[src/logic/fxos_cfg.svh]
// Constants for the fixed-point output stage: register map, fields, reset values.
// Assumes a 32-bit AXI4-Lite master and byte addresses on aligned words.
//
// Behaviour
// - Default format represents the result exactly; user setting fixes width and fraction.
// - Output type selectable as unsigned or signed two's complement.
// - Output width is a parameter, up to 4096 bits.
// - Fraction bit count lies between zero and the output width.
// - Saturate clamps above range to largest, below range to smallest value.
// - Wrap drops all result bits above the output MSB.
// - Flag-as-error mode builds the same hardware as wrap.
// - Truncate drops all result bits below the output LSB.
// - Symmetric round to nearest, midpoints go away from zero.
// - Convergent round to nearest, midpoints go to even LSB.
// - Latency N delays output N sample periods via output shift register.
// - A sample period may span several clocks; state advances once per period.
// - Datapath reset returns all state, pipeline included, to initial values; the code leaves the sticky overflow status bit unchanged.
// - Datapath reset acts even while enable is low.
// - Enable low holds state until enable returns or reset is asserted.
// - Sample timing comes from a system-rate clock enable; reset acts on enabled cycles.
`ifndef FXOS_CFG_SVH
`define FXOS_CFG_SVH

// ============================================================
// Register byte offsets
`define FXOS_OFF_CTRL       12'h000
`define FXOS_OFF_STATUS     12'h004
`define FXOS_OFF_COUNT      12'h008
`define FXOS_OFF_FORMAT     12'h00c

// ============================================================
// Field positions
`define FXOS_CTRL_SIGNED    0
`define FXOS_CTRL_OVF_LO    1
`define FXOS_CTRL_Q_LO      3
`define FXOS_STAT_OVF       0
`define FXOS_STAT_OVF_LAST  1
`define FXOS_FMT_FRAC_LO    16

// ============================================================
// Reset values and bus answers
`define FXOS_RST_SIGNED     1'b1
`define FXOS_RST_OVF        2'h0
`define FXOS_RST_QUANT      2'h0
`define FXOS_RESP_OKAY      2'h0
`define FXOS_RESP_SLVERR    2'h2

`endif

[src/logic/fxos_pkg.sv]
// Types shared by the output stage and its converter.
// Assumes fxos_cfg.svh is on the include path.
package fxos_pkg;

    // ============================================================
    // Mode types
    typedef enum logic [1:0] {FXOS_OVF_WRAP, FXOS_OVF_SAT, FXOS_OVF_FLAG} fxos_ovf_type;
    typedef enum logic [1:0] {FXOS_Q_TRUNC, FXOS_Q_SYM, FXOS_Q_CONV} fxos_quant_type;

    // Unused code 3 falls back to the plain mode
    function automatic fxos_ovf_type fxos_ovf_decode(input logic [1:0] f);
        fxos_ovf_decode = (f == 2'h3) ? FXOS_OVF_WRAP : fxos_ovf_type'(f);
    endfunction

    function automatic fxos_quant_type fxos_quant_decode(input logic [1:0] f);
        fxos_quant_decode = (f == 2'h3) ? FXOS_Q_TRUNC : fxos_quant_type'(f);
    endfunction

endpackage

[src/logic/fxos_conv_if.sv]
// Carrier between the output stage and its format converter.
// Assumes the converter is purely combinational.
`timescale 1ns/1ps
interface fxos_conv_if
    import fxos_pkg::*;
#(
    parameter int IN_W  = 16,
    parameter int OUT_W = 16
);
    logic signed [IN_W-1:0]  din;
    logic                    out_signed;
    fxos_ovf_type            ovf_mode;
    fxos_quant_type          quant_mode;
    logic        [OUT_W-1:0] dout;
    logic                    ovf;

    modport stage (output din, out_signed, ovf_mode, quant_mode, input dout, ovf);
    modport conv  (input din, out_signed, ovf_mode, quant_mode, output dout, ovf);
endinterface

[src/logic/fxos_convert.sv]
// Combinational conversion of a full-precision signed result to the output format.
// Assumes a signed two's complement input with IN_FRAC fraction bits.
`timescale 1ns/1ps
module fxos_convert
    import fxos_pkg::*;
#(
    parameter int IN_W     = 16,
    parameter int IN_FRAC  = 8,
    parameter int OUT_W    = 16,
    parameter int OUT_FRAC = 8
)
(
    fxos_conv_if.conv cv
);
    // ============================================================
    // Geometry
    localparam int OF  = (OUT_FRAC > OUT_W) ? OUT_W : OUT_FRAC;
    localparam int LS  = (OF > IN_FRAC) ? OF - IN_FRAC : 0;
    localparam int SH2 = ((IN_FRAC > OF) ? IN_FRAC - OF : 0) + 2;
    localparam int XW  = IN_W + LS + 2;
    localparam int QW  = XW - SH2 + 1;
    localparam int CW  = (QW > OUT_W + 1) ? QW : OUT_W + 1;

    localparam logic signed [CW-1:0] SMAX = $signed({{(CW-OUT_W+1){1'b0}}, {(OUT_W-1){1'b1}}});
    localparam logic signed [CW-1:0] SMIN = ~SMAX;
    localparam logic signed [CW-1:0] UMAX = $signed({{(CW-OUT_W){1'b0}}, {OUT_W{1'b1}}});

    // ============================================================
    // Quantization first, two guard zeros keep the slices legal
    wire        [XW-1:0]     x_w    = {cv.din, {(LS+2){1'b0}}};
    wire        [CW+SH2-1:0] xs_w   = {{(CW+SH2-XW){x_w[XW-1]}}, x_w};
    wire signed [CW-1:0]     kept_w = $signed(xs_w[CW+SH2-1:SH2]);
    wire                     half_w = xs_w[SH2-1];
    wire                     rest_w = |xs_w[SH2-2:0];
    wire                     neg_w  = kept_w[CW-1];
    wire                     sym_w  = half_w & (rest_w | ~neg_w);
    wire                     conv_w = half_w & (rest_w | kept_w[0]);
    wire                     inc_w  = (cv.quant_mode == FXOS_Q_SYM)  ? sym_w  :
                                      (cv.quant_mode == FXOS_Q_CONV) ? conv_w :
                                      1'b0;
    wire signed [CW-1:0]     q_w    = kept_w + $signed({{(CW-1){1'b0}}, inc_w});

    // ============================================================
    // Overflow on the rounded value
    wire hi_w   = cv.out_signed ? (q_w > SMAX) : (q_w > UMAX);
    wire lo_w   = cv.out_signed ? (q_w < SMIN) : q_w[CW-1];
    wire [OUT_W-1:0] top_w = cv.out_signed ? SMAX[OUT_W-1:0] : UMAX[OUT_W-1:0];
    wire [OUT_W-1:0] bot_w = cv.out_signed ? SMIN[OUT_W-1:0] : {OUT_W{1'b0}};
    wire             sat_w = (cv.ovf_mode == FXOS_OVF_SAT);

    // Flag mode falls through to wrap: same gates, status still records it
    assign cv.dout = (sat_w && hi_w) ? top_w :
                     (sat_w && lo_w) ? bot_w :
                     q_w[OUT_W-1:0];
    assign cv.ovf  = hi_w | lo_w;
endmodule

[src/logic/fxos_stage.sv]
// Fixed-point output stage: format conversion, latency pipeline, AXI4-Lite registers.
// Assumes upstream holds din_in stable around each sample_ce_in strobe.
//
// The address map and the AXI4-Lite slave port were chosen for this implementation.
`timescale 1ns/1ps
`include "fxos_cfg.svh"
module fxos_stage
    import fxos_pkg::*;
#(
    parameter int IN_W     = 16,
    parameter int IN_FRAC  = 8,
    parameter int OUT_W    = 16,
    parameter int OUT_FRAC = 8,
    parameter int LATENCY  = 1,
    parameter int ADDR_W   = 12
)
(
    // Clock, reset, global freeze
    input  wire logic              core_clk_in,
    input  wire logic              srst_in,
    input  wire logic              ce_in,

    // AXI4-Lite write address
    input  wire logic [ADDR_W-1:0] s_axi_awaddr_in,
    input  wire logic              s_axi_awvalid_in,
    output logic                   s_axi_awready_out,

    // AXI4-Lite write data
    input  wire logic [31:0]       s_axi_wdata_in,
    input  wire logic [3:0]        s_axi_wstrb_in,
    input  wire logic              s_axi_wvalid_in,
    output logic                   s_axi_wready_out,

    // AXI4-Lite write response
    output logic [1:0]             s_axi_bresp_out,
    output logic                   s_axi_bvalid_out,
    input  wire logic              s_axi_bready_in,

    // AXI4-Lite read address
    input  wire logic [ADDR_W-1:0] s_axi_araddr_in,
    input  wire logic              s_axi_arvalid_in,
    output logic                   s_axi_arready_out,

    // AXI4-Lite read data
    output logic [31:0]            s_axi_rdata_out,
    output logic [1:0]             s_axi_rresp_out,
    output logic                   s_axi_rvalid_out,
    input  wire logic              s_axi_rready_in,

    // Upstream datapath
    input  wire logic [IN_W-1:0]   din_in,
    input  wire logic              sample_ce_in,
    input  wire logic              dp_rst_in,
    input  wire logic              dp_en_in,

    // Downstream datapath
    output logic [OUT_W-1:0]       dout_out,
    output logic                   ovf_out
);
    // ============================================================
    // Decode helpers
    function automatic logic [3:0] reg_sel(input logic [ADDR_W-1:0] a);
        logic [11:0] w;
        w = {a[11:2], 2'b00};
        reg_sel[0] = (w == `FXOS_OFF_CTRL);
        reg_sel[1] = (w == `FXOS_OFF_STATUS);
        reg_sel[2] = (w == `FXOS_OFF_COUNT);
        reg_sel[3] = (w == `FXOS_OFF_FORMAT);
    endfunction

    function automatic logic [1:0] resp_for(input logic [3:0] sel);
        resp_for = (|sel) ? `FXOS_RESP_OKAY : `FXOS_RESP_SLVERR;
    endfunction

    // ============================================================
    // Declarations
    logic              awready_q;
    logic              wready_q;
    logic              bvalid_q;
    logic [1:0]        bresp_q;
    logic [ADDR_W-1:0] awaddr_q;
    logic [31:0]       wdata_q;
    logic [3:0]        wstrb_q;
    logic              arready_q;
    logic              rvalid_q;
    logic [1:0]        rresp_q;
    logic [31:0]       rdata_q;

    logic              out_signed_q;
    logic [1:0]        ovf_field_q;
    logic [1:0]        quant_field_q;
    logic              ovf_sticky_q;
    logic              ovf_sticky_d;
    logic [31:0]       sample_cnt_q;
    logic [OUT_W:0]    pipe_q [LATENCY];

    // ============================================================
    // Bus decode
    wire         aw_hs_w    = s_axi_awvalid_in & awready_q;
    wire         w_hs_w     = s_axi_wvalid_in & wready_q;
    wire         b_hs_w     = bvalid_q & s_axi_bready_in;
    wire         ar_hs_w    = s_axi_arvalid_in & arready_q;
    wire         r_hs_w     = rvalid_q & s_axi_rready_in;
    // Both halves held and no response pending
    wire         do_wr_w    = ~awready_q & ~wready_q & ~bvalid_q;
    wire [3:0]   wsel_w     = reg_sel(awaddr_q);
    wire [3:0]   rsel_w     = reg_sel(s_axi_araddr_in);
    wire         wr_ctrl_w  = do_wr_w & wsel_w[0] & wstrb_q[0];
    wire         wr_stat_w  = do_wr_w & wsel_w[1] & wstrb_q[0];

    // ============================================================
    // Sample timing
    // Reset and enable are only looked at on sample strobes
    wire         dp_clr_w   = sample_ce_in & dp_rst_in;
    // Reset wins even with enable low
    wire         adv_w      = sample_ce_in & dp_en_in & ~dp_rst_in;

    // ============================================================
    // Converter
    fxos_conv_if #(.IN_W(IN_W), .OUT_W(OUT_W)) conv_bus ();

    assign conv_bus.din        = $signed(din_in);
    assign conv_bus.out_signed = out_signed_q;
    assign conv_bus.ovf_mode   = fxos_ovf_decode(ovf_field_q);
    assign conv_bus.quant_mode = fxos_quant_decode(quant_field_q);

    fxos_convert #(
        .IN_W     (IN_W),
        .IN_FRAC  (IN_FRAC),
        .OUT_W    (OUT_W),
        .OUT_FRAC (OUT_FRAC)
    ) u_convert (
        .cv (conv_bus.conv)
    );

    // ============================================================
    // Read mux
    wire [31:0] ctrl_word_w = {27'h0, quant_field_q, ovf_field_q, out_signed_q};
    wire [31:0] stat_word_w = {30'h0, pipe_q[0][OUT_W], ovf_sticky_q};
    wire [12:0] fmt_w_w     = 13'(OUT_W);
    wire [12:0] fmt_f_w     = 13'(OUT_FRAC);
    wire [31:0] fmt_word_w  = {3'h0, fmt_f_w, 3'h0, fmt_w_w};
    wire [31:0] rd_word_w   = rsel_w[0] ? ctrl_word_w :
                              rsel_w[1] ? stat_word_w :
                              rsel_w[2] ? sample_cnt_q :
                              rsel_w[3] ? fmt_word_w :
                              32'h0;

    // ============================================================
    // Write channel
    always_ff @(posedge core_clk_in)
    begin
        if (srst_in)
        begin
            awready_q <= 1'b1;
            wready_q  <= 1'b1;
            bvalid_q  <= 1'b0;
            bresp_q   <= `FXOS_RESP_OKAY;
            awaddr_q  <= '0;
            wdata_q   <= 32'h0;
            wstrb_q   <= 4'h0;
        end
        else if (ce_in)
        begin
            if (aw_hs_w)
            begin
                awready_q <= 1'b0;
                awaddr_q  <= s_axi_awaddr_in;
            end
            if (w_hs_w)
            begin
                wready_q <= 1'b0;
                wdata_q  <= s_axi_wdata_in;
                wstrb_q  <= s_axi_wstrb_in;
            end
            if (do_wr_w)
            begin
                bvalid_q <= 1'b1;
                bresp_q  <= resp_for(wsel_w);
            end
            if (b_hs_w)
            begin
                bvalid_q  <= 1'b0;
                awready_q <= 1'b1;
                wready_q  <= 1'b1;
            end
        end
    end

    // ============================================================
    // Read channel
    always_ff @(posedge core_clk_in)
    begin
        if (srst_in)
        begin
            arready_q <= 1'b1;
            rvalid_q  <= 1'b0;
            rresp_q   <= `FXOS_RESP_OKAY;
            rdata_q   <= 32'h0;
        end
        else if (ce_in)
        begin
            if (ar_hs_w)
            begin
                arready_q <= 1'b0;
                rvalid_q  <= 1'b1;
                rresp_q   <= resp_for(rsel_w);
                rdata_q   <= rd_word_w;
            end
            else if (r_hs_w)
            begin
                arready_q <= 1'b1;
                rvalid_q  <= 1'b0;
            end
        end
    end

    // ============================================================
    // Control register
    // Modes may change at any time; they take effect on the next sample
    always_ff @(posedge core_clk_in)
    begin
        if (srst_in)
        begin
            out_signed_q  <= `FXOS_RST_SIGNED;
            ovf_field_q   <= `FXOS_RST_OVF;
            quant_field_q <= `FXOS_RST_QUANT;
        end
        else if (ce_in && wr_ctrl_w)
        begin
            out_signed_q  <= wdata_q[`FXOS_CTRL_SIGNED];
            ovf_field_q   <= wdata_q[`FXOS_CTRL_OVF_LO +: 2];
            quant_field_q <= wdata_q[`FXOS_CTRL_Q_LO +: 2];
        end
    end

    // ============================================================
    // Overflow status, set wins over write-one-to-clear
    always_comb
    begin
        ovf_sticky_d = ovf_sticky_q;
        if (wr_stat_w && wdata_q[`FXOS_STAT_OVF])
        begin
            ovf_sticky_d = 1'b0;
        end
        if (adv_w && conv_bus.ovf)
        begin
            ovf_sticky_d = 1'b1;
        end
    end

    always_ff @(posedge core_clk_in)
    begin
        if (srst_in)
        begin
            ovf_sticky_q <= 1'b0;
        end
        else if (ce_in)
        begin
            ovf_sticky_q <= ovf_sticky_d;
        end
    end

    // ============================================================
    // Sample counter, part of datapath state
    always_ff @(posedge core_clk_in)
    begin
        if (srst_in || (ce_in && dp_clr_w))
        begin
            sample_cnt_q <= 32'h0;
        end
        else if (ce_in && adv_w)
        begin
            sample_cnt_q <= sample_cnt_q + 32'h1;
        end
    end

    // ============================================================
    // Latency pipeline, one step per sample period
    // A zero latency is not offered: outputs must leave a flip-flop
    always_ff @(posedge core_clk_in)
    begin
        if (srst_in || (ce_in && dp_clr_w))
        begin
            for (int i = 0; i < LATENCY; i++)
            begin
                pipe_q[i] <= '0;
            end
        end
        else if (ce_in && adv_w)
        begin
            pipe_q[0] <= {conv_bus.ovf, conv_bus.dout};
            for (int i = 1; i < LATENCY; i++)
            begin
                pipe_q[i] <= pipe_q[i-1];
            end
        end
    end

    // ============================================================
    // Outputs
    assign s_axi_awready_out = awready_q;
    assign s_axi_wready_out  = wready_q;
    assign s_axi_bvalid_out  = bvalid_q;
    assign s_axi_bresp_out   = bresp_q;
    assign s_axi_arready_out = arready_q;
    assign s_axi_rvalid_out  = rvalid_q;
    assign s_axi_rresp_out   = rresp_q;
    assign s_axi_rdata_out   = rdata_q;
    assign dout_out          = pipe_q[LATENCY-1][OUT_W-1:0];
    assign ovf_out           = pipe_q[LATENCY-1][OUT_W];
endmodule

[config.mk]
export PLATFORM = sky130hd
export DESIGN_NAME = fxos_stage
export DESIGN_NICKNAME = d
export VERILOG_FILES = /design/src/logic/fxos_pkg.sv /design/src/logic/fxos_conv_if.sv /design/src/logic/fxos_convert.sv /design/src/logic/fxos_stage.sv
export VERILOG_INCLUDE_DIRS = /design/src /design/src/logic
export SDC_FILE = /design/constraint.sdc
export NUM_CORES = 1
export LEC_CHECK = 0
export BUFFER_PORTS_ARGS = -buffer_cell sky130_fd_sc_hd__buf_2
export CAP_MARGIN = 20
export CORE_AREA = 2 2 96 98
export CTS_BUF_LIST = sky130_fd_sc_hd__clkbuf_2 sky130_fd_sc_hd__clkbuf_4 sky130_fd_sc_hd__clkbuf_8
export CTS_CLUSTER_SIZE = 24
export DETAILED_ROUTE_END_ITERATION = 12
export DIE_AREA = 0 0 98 100
export PLACE_DENSITY = 0.81
export SETUP_SLACK_MARGIN = 0.2
export SLEW_MARGIN = 20
export SYNTH_ARGS = -nofsm -noshare
export SYNTH_HDL_FRONTEND = slang
export SYNTH_SLANG_ARGS = --single-unit
[constraint.sdc]
create_clock -name core_clk_in -period 2.97 [get_ports core_clk_in]
set_input_delay 0.594 -clock core_clk_in [delete_from_list [all_inputs] [get_ports core_clk_in]]
set_output_delay 0.594 -clock core_clk_in [all_outputs]
set_load 0.01 [all_outputs]
# [After elaboration in Yosys (flattened, before gate mapping)]
# Memories as Yosys holds them, arrays and structs flattened.
# Cells that the tools add are included.
[word_totals] word_cells=107 mem_count=1 ramBits=17 output_inout_bits=58 input_bits=87 regBits=97
[classes] reduce_logical=27 bitwise=19 muxes=32 n_eq_ne=8 n_addsub=1 order_cmp=3
[memory_table] name="pipe_q" words=1 word_bits=17 rd=1 rd_ports_with_merged_regs=0 wr=1 line="fxos_stage.sv:95" source="logic [OUT_W:0] pipe_q [LATENCY];"
[ops] cell="32-bit two-way mux" count=3
[ops] cell="16-bit two-way mux" count=4
[ops] cell="10-bit by 2-bit == test with 1-bit output (second input constant)" count=4
[ops] cell="32-bit by 1-bit adder with 32-bit output (second input constant)" count=1
[ops] cell="10-bit by 1-bit == test with 1-bit output (second input constant)" count=2
[ops] cell="10-bit zero test" count=2
[ops] cell="1-bit two-way mux" count=20
[ops] cell="20-bit two-way mux" count=1
[ops] cell="2-bit AND reduction" count=9
[ops] cell="16-bit by 17-bit > comparator with 1-bit output (second input constant)" count=1
[ops] cell="17-bit two-way mux" count=1
[ops] cell="17-bit OR reduction" count=1
[ops] cell="16-bit > comparator (second input constant)" count=1
[ops] cell="16-bit less-than comparator (second input constant)" count=1
[ops] cell="1-bit bitwise AND" count=14
[ops] cell="2-bit nonzero test" count=5
[ops] cell="4-bit OR reduction" count=2
[ops] cell="1-bit logical AND" count=7
[ops] cell="2-bit two-way mux" count=3
[ops] cell="1-bit inverter" count=4
[ops] cell="2-bit by 1-bit == test with 1-bit output (second input constant)" count=1
[ops] cell="2-bit == test (second input constant)" count=1
[ops] cell="1-bit logical OR" count=1
[ops] cell="1-bit bitwise OR" count=1

# [Depth between registers and ports, before layout]
# Gate-level depths: netlist of run 1.
[logic_depth] word_depth=8 depth_mapped=7

# [Modules after synthesis]
# From an unflattened synthesis of run 1, not the netlist that was laid out.
[unflattened] cells_unflattened=498 area_unflattened_um2=4703.3
[modules_own_cells] mod="fxos_stage" instances=1 cells_each=478 area_each_um2=4550.6
[modules_own_cells] mod="fxos_convert" instances=1 cells_each=20 area_each_um2=152.6

# [Least setup slack after synthesis of run 1]
# OpenSTA, ideal clock, no wires.
[synth_path] path_kind="in2reg" from="in ce_in" to="reg sample_cnt_q[26]" arrival_time_ps=2222 path_buffers=3 path_stages=7 required_time_ps=2900 slack_ps=677 cell_sequence="buf_4 nand4b_4 buf_6 or4_1 buf_2 or4_1 a21oi_1"
[synth_via] elab_chain_len=2 elab_cells_between_ends=3 classes_between="3 x reduce/logical"
[synth_lines] element="from (decl)" line="fxos_stage.sv:21" source="input wire logic ce_in,"
[synth_lines] element="1-bit logical AND" line="fxos_stage.sv:268" source="if (srst_in || (ce_in && dp_clr_w))"
[synth_lines] element="1-bit logical OR" line="fxos_stage.sv:268"
[synth_lines] element="to (signal assigned)" line="fxos_stage.sv:274" source="sample_cnt_q <= sample_cnt_q + 32'h1;"
[synth_lines] element="to (decl)" line="fxos_stage.sv:94" source="logic [31:0] sample_cnt_q;"
# Parallel ways exist; a longest one is shown, timed or not.
# A chain may end at the register's enable or synchronous reset.

# [Final worst setup path of run 1]
[layout_path] from="reg sample_cnt_q[4]" to="reg sample_cnt_q[15]"
[layout_via] elab_chain_len=1
[layout_lines] element="32-bit by 1-bit adder with 32-bit output" line="fxos_stage.sv:274"
# Every way passes these cells.

==> results of run 1 <==
[logic make-up after synthesis]
family / count (synthesis) / share of synthesized area (%)
AND/OR/NAND/NOR: 206 / 23.8
buffers and inverters: 41 / 3.92
adder cells (fa/ha/maj): 1 / 0.276
XOR/XNOR: 8 / 1.55
other: 1 / 0.0828
flip-flops: 110 / 52.4
AO/OA/AOI/OAI: 100 / 14.4
multiplexers: 16 / 3.59
[worst reg2reg max path: stages (launching register included)]
cell and delay [ns]:
dfxtp_1 0.44, nand3_1 0.22, or4_1 0.84, or4_1 0.60, a21oi_1 0.16
[area by class of cell]
type | count | share of cell area (%)
clock buffers | 12 | 2.71
repair buffers | 118 | 11.4
well taps | 111 | 2.57
inverters | 9 | 0.626
clock inverters | 4 | 1.81
multi-input cells | 333 | 36.9
flip-flops and latches | 110 | 44.0
[stage by stage]
stage | hold WS, ns | instances
after global placement | 0.444 | 681
after global routing | 0.447 | 697
after detailed placement | 0.451 | 681
final | 0.458 | 697
after CTS | 0.447 | 697
after floorplan | 0.436 | 484
[cells in the final DEF (no fill, tap or decap), types with 4 or more instances in the layout]
cell type  count
edfxtp_1      17
nand2_1       48
and2_1        16
nand3_1       16
nor2_1        56
buf_2        108
a21oi_1       32
dfxtp_1       93
a31oi_1        5
xnor2_1        6
and3_1         4
o21ai_0       10
inv_1          9
mux2i_1       14
nor4_1        11
clkbuf_8       9
or3_1          8
or4_1         19
nor3_1         6
buf_4         10
nand2b_1       5
o31ai_1       11
nand4_1        5
a22oi_1       28
[layer usage]
metal / GRT usage, % / routed length [µm] / up-vias
met2: 34.6 / 4900 / 141
met5: 0 / 0 / -
met3: 4.60 / 798 / 16
li1: - / - / 1947
met1: 26.8 / 4450 / 1815
met4: 8.76 / 187 / 0
[flip-flops by register name, indices dropped and copies added, names as in the netlist, 2 cells and up]
signal / flops
sample_cnt_q: 32
s_axi_rdata_out: 32
pipe_q: 17
awaddr_q: 10
quant_field_q: 2
wdata_q: 5
ovf_field_q: 2
[worst max-delay path by stage]
stage                          startpoint          endpoint  slack [ns]  cells past startpoint
after CTS                 sample_cnt_q[4]  sample_cnt_q[15]        0.66                      4
after floorplan                     ce_in  sample_cnt_q[26]        0.68                      7
after global routing      sample_cnt_q[3]  sample_cnt_q[17]        0.50                      4
final                     sample_cnt_q[4]  sample_cnt_q[15]        0.64                      4
after detailed placement        dp_rst_in  sample_cnt_q[15]        0.38                      5
after global placement          dp_rst_in  sample_cnt_q[21]        0.45                      5
[report_power, final]
| group | switching [mW] | total (mW) | internal [mW] | leakage (nW) |
|---|---|---|---|---|
| combinational | 0.109 | 0.180 | 0.0712 | 1.09 |
| sequential | 0.0156 | 1.56 | 1.54 | 0.922 |
| clock | 0.469 | 1.06 | 0.589 | 0.121 |
==> qor.csv, run 1 <==
stage,metric,value,unit
status,status,"finished, final reports clean",
logic_synthesis,synth_seq_cells,110,
sta,min_period,2.33,ns
worst_setup_path,critical_path_buf_inv_count,0,
floorplan,initial_core_util,50.9,%
power_and_ir_drop,power,2.80,mW
sta,finalClockSkew,0.0128,ns
logic_synthesis,ys_warn_count,0,
grt,grt-ovfl-total,0,
worst_setup_path,cp-start-kind,register,
route,wl,10300,µm
worst_setup_path,r2r-start,sample_cnt_q[4],
worst_setup_path,reg2reg_depth,4,
finish,seq_area,0.00237,mm²
floorplan,ios,145,
worst_setup_path,critical_path_class,reg2reg,
worst_setup_path,crit_top_cell,or4_1,
grt,grt_start_max_net_pins,40,
placement,dpl_worst_slack,0.384,ns
sta,rsz0062_at_grt,false,
floorplan,die_x,98,µm
finish,area_delta_synth_final,19.2,%
power_and_ir_drop,p_leak,2.14,nW
sta,setup_tns,0,ns
route,vias_per_cell,5.62,
grt,track_usage,21.0,%
sta,drv_slew,0,
worst_setup_path,r2r_setup_slack,0.64,ns
finish,drive_gt1_share,24.1,%
cts,htreeDepth,3,
finish,multi_input_area,0.00199,mm²
worst_setup_path,critPathTopFamily,simple AND/OR/NAND/NOR gates,
sta,finalCritPeriodShare,78.4,%
cts,cts_tree,done,
finish,antenna_cells,0,
cts,numCtsBuffers,9,
cts,clkSinkCount,110,
route,ant_nets,0,
route,dr.pass1.iters,4,
worst_setup_path,arrival,2.62,ns
sta,fin_ws,0.642,ns
cts,cts_resized,0,
cts,clk-insertion-delay-late,0.36,ns
finish,design_area,0.00539,mm²
power_and_ir_drop,p_per_area,519,mW/mm²
logic_synthesis,synth_edf_count,17,
logic_synthesis,synth-seq-area-share,52.4,%
logic_synthesis,synth_area_leaders,"dfxtp_1 (41%), edfxtp_1 (11%), a22oi_1 (4.6%)",
grt,grt_pass1_vias,3620,
sta,final-hold-violation-count,0,
route,first_iter_violations,198,
placement,port_buffers,108,
logic_synthesis,synth.top_cell.area_share,41.1,%
logic_synthesis,syn_inst,483,
logic_synthesis,synth_area,0.00453,mm²
hold_path,holdCritStartpoint,s_axi_awaddr_in[5],
route,drc,0,
cts,cts_setup_buffers,0,
route,wl_per_cell,14.8,µm
cts,clk_pin_slew,0.10,ns
worst_setup_path,worstPathRequired,3.26,ns
cts,clockBufferDepth,2,
grt,antenna_found_initial,0,
logic_synthesis,avgSynthCellArea,9.37,µm²
finish,finish.utilization,60.7,%
finish,finalNetCount,669,
finish,fillers,769,
floorplan,dieArea,0.00980,mm²
placement,placed_area,0.00515,mm²
worst_setup_path,cp_cell_sequence,nand3_1 -> or4_1 -> or4_1 -> a21oi_1,
route,via_count,3919,
hold_path,hold_depth,3,
logic_synthesis,yosysUniqueCellTypes,47,
sta,slew_headroom,42.6,%
worst_setup_path,cp-end-kind,register,
floorplan,core-area,0.00889,mm²
placement,place.gp.congestion,0.813,
worst_setup_path,r2r_end,sample_cnt_q[15],
power_and_ir_drop,vdd_ir_drop_max,0.294,mV
logic_synthesis,synth_top_cell_by_area,dfxtp_1,
logic_synthesis,synth_most_common_cell,dfxtp_1,
sta,max_clock_freq,429,MHz
worst_setup_path,cpMaxStageDelayCell,or4_1,
sta,tightestPinTransition,0.853,ns
floorplan,fp.dieH,100,µm
logic_synthesis,async_flop_share,0,%
worst_setup_path,max_stage_delay,0.84,ns
flow_run,maxCapViolCount,0,
logic_synthesis,synth_ff_type,dfxtp_1,
hold_path,min_path_type,in2reg,
cts,cts_hold_buffers,0,
worst_setup_path,path_max_fanout,21,
floorplan,rows,35,
grt,grt_pass1_wl,16700,µm
sta,setup_viol,0,
hold_path,holdPathEnd,awaddr_q[5],
placement,hpwl,7440,µm
cts,cts_root_buf,clkbuf_8,
logic_synthesis,synth.top_cells.by_count,"dfxtp_1 (93), nor2_1 (56), nand2_1 (48), a21oi_1 (32), a22oi_1 (28)",
No activity file was read; power rests on OpenSTA's default activity.
==> run 2: changes to the inputs <==
- ABC_AREA: not set -> 1
- CORE_AREA: 2 2 96 98 -> 2 2 101 103
- DIE_AREA: 0 0 98 100 -> 0 0 103 105
- clock period: 2.97 -> 2.25 ns (I/O delays scaled with it)
==> run 2 against run 1 <==
Compared with the run above:
- clock power rose by 15%
- sequential power grew 32%
- die area is 10% higher
- synthesized cell count increased by 49%
- sequential share of layout area is 4.4 points lower
- fmax increased by 38%
- setup slack worse by 0.084 ns
- synthesized area grew 14%
- critical path type unchanged
- largest power group unchanged
- highest routed layer unchanged
==> qor.csv, run 2 <==
stage,metric,value,unit,change
cts,clockBufferDepth,2,,unchanged
logic_synthesis,ys_warn_count,0,,unchanged
cts,cts_hold_buffers,0,,unchanged
logic_synthesis,synth-seq-area-share,46.0,%,-6.5 points
grt,antenna_found_initial,0,,unchanged
logic_synthesis,synth.top_cell.area_share,36.1,%,-5.1 points
worst_setup_path,cp-start-kind,register,,
route,via_count,4905,,+25%
grt,track_usage,22.6,%,+1.7 points
floorplan,initial_core_util,53.6,%,+2.6 points
hold_path,hold_depth,3,,unchanged
sta,finalCritPeriodShare,75.2,%,-3.2 points
finish,area_delta_synth_final,16.0,%,
logic_synthesis,synth_most_common_cell,nand2_1,,
logic_synthesis,syn_inst,722,,+49%
grt,grt_pass1_wl,20000,µm,+20%
power_and_ir_drop,p_per_area,591,mW/mm²,+14%
logic_synthesis,synth_top_cell_by_area,dfxtp_1,,
cts,cts_resized,0,,unchanged
route,dr.pass1.iters,5,,+1
route,ant_nets,0,,unchanged
finish,fillers,904,,+18%
grt,grt-ovfl-total,0,,unchanged
sta,fin_ws,0.557,ns,-0.0844 ns
logic_synthesis,synth_ff_type,dfxtp_1,,
sta,min_period,1.69,ns,-0.636 ns
logic_synthesis,synth.top_cells.by_count,"nand2_1 (243), dfxtp_1 (93), nor2_1 (84), a21oi_1 (72), inv_1 (57)",,
power_and_ir_drop,p_leak,2.46,nW,+15%
finish,drive_gt1_share,19.9,%,-4.2 points
flow_run,maxCapViolCount,0,,unchanged
logic_synthesis,synth_edf_count,17,,unchanged
logic_synthesis,synthAdderAreaFrac,0.242,%,-0.034 points
grt,grt_start_max_net_pins,29,,-28%
sta,tightestPinTransition,0.559,ns,-0.294 ns
logic_synthesis,synth_area,0.00516,mm²,+14%
placement,dpl_worst_slack,0.394,ns,+0.00996 ns
sta,max_clock_freq,591,MHz,+38%
logic_synthesis,synth_top_family_by_area,simple AND/OR/NAND/NOR gates,,
worst_setup_path,worstPathRequired,2.56,ns,-0.70 ns
route,wl,12100,µm,+17%
sta,final-hold-violation-count,0,,unchanged
finish,antenna_cells,0,,unchanged
floorplan,dieArea,0.0108,mm²,+10%
worst_setup_path,arrival,2.00,ns,-0.62 ns
sta,rsz0062_at_grt,false,,
sta,setup_tns,0,ns,unchanged
hold_path,min_path_type,in2reg,,
logic_synthesis,async_flop_share,0,%,unchanged
cts,clk_pin_slew,0.11,ns,about the same
route,wl_per_cell,12.6,µm,-15%
worst_setup_path,crit_top_cell,nand2_1,,
power_and_ir_drop,power,3.54,mW,+26%
worst_setup_path,reg2reg_depth,9,,+5
route,vias_per_cell,5.10,,-9.3%
logic_synthesis,yosysUniqueCellTypes,39,,-17%
placement,port_buffers,108,,unchanged
cts,htreeDepth,3,,unchanged
floorplan,core-area,0.00964,mm²,+8.4%
worst_setup_path,max_stage_delay,0.42,ns,-0.42 ns
worst_setup_path,cp_cell_sequence,ha_1 -> nand2_1 -> nor2_2 -> nand4_4 -> nor2_4 -> nand3_2 -> nand2_1 -> nand2_1 -> nor2_1,,
logic_synthesis,synthSimpleGateAreaFrac,35.0,%,+11 points
logic_synthesis,synthMuxAreaShare,0,%,-3.6 points
status,status,"finished, final reports clean",,
sta,setup_viol,0,,unchanged
grt,grt_pass1_vias,4479,,+24%
cts,clk-insertion-delay-late,0.37,ns,about the same
sta,finalClockSkew,0.0155,ns,+0.00266 ns
cts,cts_root_buf,clkbuf_8,,
cts,clkSinkCount,110,,unchanged
finish,layout_common_cells,"nand2_1 (243), buf_2 (108), dfxtp_1 (93), nor2_1 (84), a21oi_1 (72)",,
floorplan,fp.dieH,105,µm,+5.0%
placement,place.gp.congestion,0.898,,+10%
cts,cts_tree,done,,
worst_setup_path,critical_path_class,reg2reg,,
logic_synthesis,synthXorXnorAreaFrac,1.02,%,-0.53 points
placement,placed_area,0.00578,mm²,+12%
floorplan,ios,145,,unchanged
sta,slew_headroom,62.6,%,+20 points
logic_synthesis,synth_compound_area_share,10.3,%,-4.1 points
logic_synthesis,avgSynthCellArea,7.15,µm²,-24%
worst_setup_path,cp-end-kind,register,,
route,first_iter_violations,221,,+12%
worst_setup_path,path_max_fanout,6,,-71%
finish,design_area,0.00599,mm²,+11%
worst_setup_path,cpMaxStageDelayCell,dfxtp_1,,
logic_synthesis,synth_area_leaders,"dfxtp_1 (36%), nand2_1 (18%), edfxtp_1 (9.9%)",,
cts,numCtsBuffers,9,,unchanged
logic_synthesis,synth_seq_cells,110,,unchanged
route,drc,0,,unchanged
cts,cts_setup_buffers,0,,unchanged
finish,final_common_cell,nand2_1,,
floorplan,rows,36,,+2.9%
sta,drv_slew,0,,unchanged
placement,hpwl,8850,µm,+19%
floorplan,die_x,103,µm,+5.1%
power_and_ir_drop,vdd_ir_drop_max,0.436,mV,+48%
finish,finalNetCount,912,,+36%
run 2: cell types whose count changed in the layout (fill, tap and decap cells not counted), sizes merged, moves of 14 or more:
cell   delta
nand2   +197
inv      +58
nor2     +46
a21oi    +41
a22oi    -28
nand3    +23
or4      -19
o21ai    +16
and2     -15
mux2i    -14
run 2: cells by family after synthesis:
kind of cell,Yosys count
AND/OR/NAND/NOR,412
flip-flops,110
AO/OA/AOI/OAI,103
buffers and inverters,89
XOR/XNOR,6
adder cells (fa/ha/maj),1
other,1
run 2: layout make-up:
cell class              instances  area [µm²]  area share [%]
clock inverters                 7        78.8            1.32
repair buffers                115         593            9.91
clock buffers                   9         124            2.07
well taps                     133         166            2.78
inverters                      64         240            4.01
flip-flops and latches        110        2370            39.6
multi-input cells             524        2410            40.3
run 2: worst max-delay path, delay by kind of cell (launching register included):
kind / cells / cell delay, ns
and+or+nand+nor: 8 / 0.91
adders and majority gates: 1 / 0.29
DFF: 1 / 0.42
run 2: metrics by stage:
| stage | instances | utilization [%] | hold slack (ns) |
|---|---|---|---|
| 5_1_grt | 962 | 62.1 | 0.305 |
| 4_1_cts | 962 | 62.1 | 0.301 |
| 3_3_place_gp | 946 | 60.0 | 0.436 |
| 2_1_floorplan | 723 | - | 0.424 |
| 6_report | 962 | 62.1 | 0.308 |
| 3_5_place_dp | 946 | 60.0 | 0.443 |
run 2: power by group:
part | internal (mW) | switching [mW]
Sequential | 2.04 | 0.0212
Clock | 0.530 | 0.688
Combinational | 0.0916 | 0.168
Total | 2.66 | 0.877
run 2: per-layer routing:
metal	vias to the layer above	global-route usage [%]	wire [µm]
li1	2492	-	-
met1	2226	30.2	5500
met2	170	37.6	5750
met3	17	3.95	719
met4	0	5.92	163
met5	-	0	0
run 2: worst paths after layout:
| check | from | end | slack (ns) |
|---|---|---|---|
| max | sample_cnt_q[1] | sample_cnt_q[24] | 0.56 |
| min | s_axi_awaddr_in[5] | awaddr_q[5] | 0.31 |
| max reg2reg | sample_cnt_q[1] | sample_cnt_q[24] | 0.56 |
| min reg2reg | awaddr_q[6] | awaddr_q[6] | 0.46 |
==> run 3: changes to the inputs <==
- ABC_AREA: 1 -> 0
- CORE_AREA: 2 2 101 103 -> 2 2 102 104
- DIE_AREA: 0 0 103 105 -> 0 0 104 106
- PLACE_DENSITY: 0.81 -> 0.76
- clock period: 2.25 -> 1.45 ns (I/O delays scaled with it)
==> run 3 against run 2 <==
Compared with the run above:
- the flow now finishes with violations (negative setup slack)
- highest routed layer unchanged
- final area grew 18%
- core utilization up 8.7 points
- register-to-register slack got worse by 1.0 ns
- setup slack worse by 1.0 ns
- hold slack got worse by 0.18 ns
- non-clock buffer count up 103
- count of clock-buffer cells in the layout up 1
- largest power group unchanged
- critical endpoint is now sample_cnt_q[14]
- routed wire length rose by 28%
- sequential cell count stayed put
==> qor.csv, run 3 (synthesis gave the netlist of run 1 again) <==
stage,metric,value,unit,change
worst_setup_path,arrival,2.19,ns,+0.19 ns
finish,fillers,703,,-22%
power_and_ir_drop,p_int,4.41,mW,+66%
sta,rsz0062_at_grt,true,,
cts,cts_root_buf,clkbuf_8,,
hold_path,min_path_type,in2reg,,
status,status,finished with violations,,
finish,area_delta_synth_final,56.4,%,
sta,fin_ws,-0.442,ns,-0.999 ns
sta,final-hold-violation-count,0,,unchanged
cts,htreeDepth,3,,unchanged
grt,grt_start_max_net_pins,46,,+59%
status,violations,negative setup slack,,
finish,layout_common_cells,"buf_2 (103), buf_4 (82), dfxtp_1 (60), nor2_1 (54), nand2_1 (46)",,
worst_setup_path,worstPathRequired,1.75,ns,-0.81 ns
cts,numCtsBuffers,9,,unchanged
finish,finish.utilization,70.8,%,+8.7 points
power_and_ir_drop,vdd_ir_drop_max,0.686,mV,+57%
floorplan,core-area,0.0100,mm²,+3.7%
power_and_ir_drop,seqPwrFrac,55.0,%,-3.2 points
placement,hpwl,8820,µm,-0.28%
route,drc,0,,unchanged
finish,final_common_cell,buf_2,,
cts,clockBufferDepth,2,,unchanged
sta,max_clock_freq,529,MHz,-11%
sta,setup_viol,49,,+49
worst_setup_path,path_max_fanout,6,,unchanged
flow_run,maxCapViolCount,0,,unchanged
placement,port_buffers,108,,unchanged
cts,clk_pin_slew,0.11,ns,about the same
route,ant_nets,0,,unchanged
floorplan,ios,145,,unchanged
grt,grt_pass1_vias,4529,,+1.1%
floorplan,dieArea,0.0110,mm²,+1.9%
power_and_ir_drop,p_comb_share,8.4,%,+1.1 points
worst_setup_path,cp-start-kind,register,,
sta,finalCritPeriodShare,130,%,+55 points
cts,clk-insertion-delay-late,0.38,ns,about the same
power_and_ir_drop,p_sw,1.41,mW,+61%
cts,cts_hold_buffers,0,,unchanged
finish,drive_gt1_share,54.4,%,+34 points
finish,finalNetCount,771,,-15%
power_and_ir_drop,p_sw_share,24.3,%,-0.49 points
grt,antenna_found_initial,0,,unchanged
finish,antenna_cells,0,,unchanged
floorplan,die_x,104,µm,+0.97%
route,vias_per_cell,5.76,,+13%
worst_setup_path,critical_path_buf_inv_count,1,,+1
route,wl_per_cell,18.9,µm,+50%
worst_setup_path,critPathTopFamily,simple AND/OR/NAND/NOR gates,,
sta,finalClockSkew,0.0164,ns,+0.000958 ns
floorplan,fp.dieH,106,µm,+0.95%
power_and_ir_drop,p_leak,2.96,nW,+20%
power_and_ir_drop,p_per_area,822,mW/mm²,+39%
cts,cts_tree,done,,
route,dr.pass1.iters,6,,+1
grt,track_usage,25.0,%,+2.4 points
grt,grt-ovfl-total,0,,unchanged
cts,clkSinkCount,110,,unchanged
worst_setup_path,critical_path_class,reg2reg,,
route,via_count,4746,,-3.2%
worst_setup_path,max_stage_delay,0.52,ns,+0.10 ns
sta,whs,0.129,ns,-0.179 ns
sta,drv_slew,0,,unchanged
floorplan,initial_core_util,45.3,%,-8.3 points
power_and_ir_drop,clkPwrFrac,36.5,%,+2.1 points
route,wl,15600,µm,+28%
grt,grt_pass1_wl,22100,µm,+10%
worst_setup_path,cpMaxStageDelayCell,or4_4,,
worst_setup_path,cp-end-kind,register,,
placement,place.gp.congestion,0.908,,+1.1%
worst_setup_path,cp_cell_sequence,nand4_1 -> buf_6 -> or4_4 -> or3_4 -> a21oi_2,,
floorplan,rows,37,,+2.8%
route,first_iter_violations,442,,+100%
sta,min_period,1.89,ns,+0.199 ns
## run 3: worst paths after layout
check	from	cells past startpoint	slack, ns	endpoint
min reg2reg	s_axi_rdata_out[19]	2	0.48	s_axi_rdata_out[19]
min	s_axi_awaddr_in[11]	3	0.13	awaddr_q[11]
max	sample_cnt_q[4]	5	-0.44	sample_cnt_q[14]
max reg2reg	sample_cnt_q[4]	5	-0.44	sample_cnt_q[14]
## run 3: repair_timing
action                     in CTS  in global routing
setup endpoints to repair      84                 85
pin swaps                      61                 66
cloned                          5                  2
gates resized for setup        99                 61
buffers inserted               12                 14
## run 3: per-layer routing
metal	track usage, %	wire length (µm)	part of all wire, %
met4	12.1	818	5.3
met3	5.03	1050	6.8
met2	43.3	7640	49
met1	29.8	6060	39
met5	0	0	0
## run 3: stage by stage
stage | power [mW] | cell area, µm² | setup WS (ns) | instances | TNS [ns]
final | 5.82 | 7080 | -0.442 | 824 | -9.86
after global placement | 3.67 | 5850 | -0.465 | 775 | -21.95
after global routing | 5.99 | 7080 | -0.450 | 824 | -12.37
after CTS | 5.81 | 6690 | -0.375 | 808 | -6.09
after detailed placement | 3.68 | 5850 | -0.530 | 775 | -24.31
after floorplan | 3.47 | 4710 | -0.396 | 484 | -10.26
## run 3: final cells by class
type / count / area (µm²) / area share (%)
clock buffer: 10 / 138 / 1.94
clock inverter: 6 / 91.3 / 1.29
inverter: 9 / 33.8 / 0.477
multi-input combinational: 335 / 2610 / 36.8
sequential: 110 / 2420 / 34.2
tap: 136 / 170 / 2.40
timing repair buffer: 218 / 1620 / 22.8
## run 3: worst register-to-register path, stage by stage (launching register included)
cell and delay (ns):
dfxtp_2 0.38, nand4_1 0.18, buf_6 0.18, or4_4 0.52, or3_4 0.39, a21oi_2 0.16
## run 3: power groups by stage
stage	Sequential [mW]	Combinational [mW]	Clock [mW]
2_1_floorplan	3.29	0.187	0
3_5_place_dp	3.27	0.419	0
4_1_cts	3.20	0.462	2.14
6_report	3.20	0.491	2.13
3_3_place_gp	3.26	0.409	0
5_1_grt	3.21	0.527	2.25
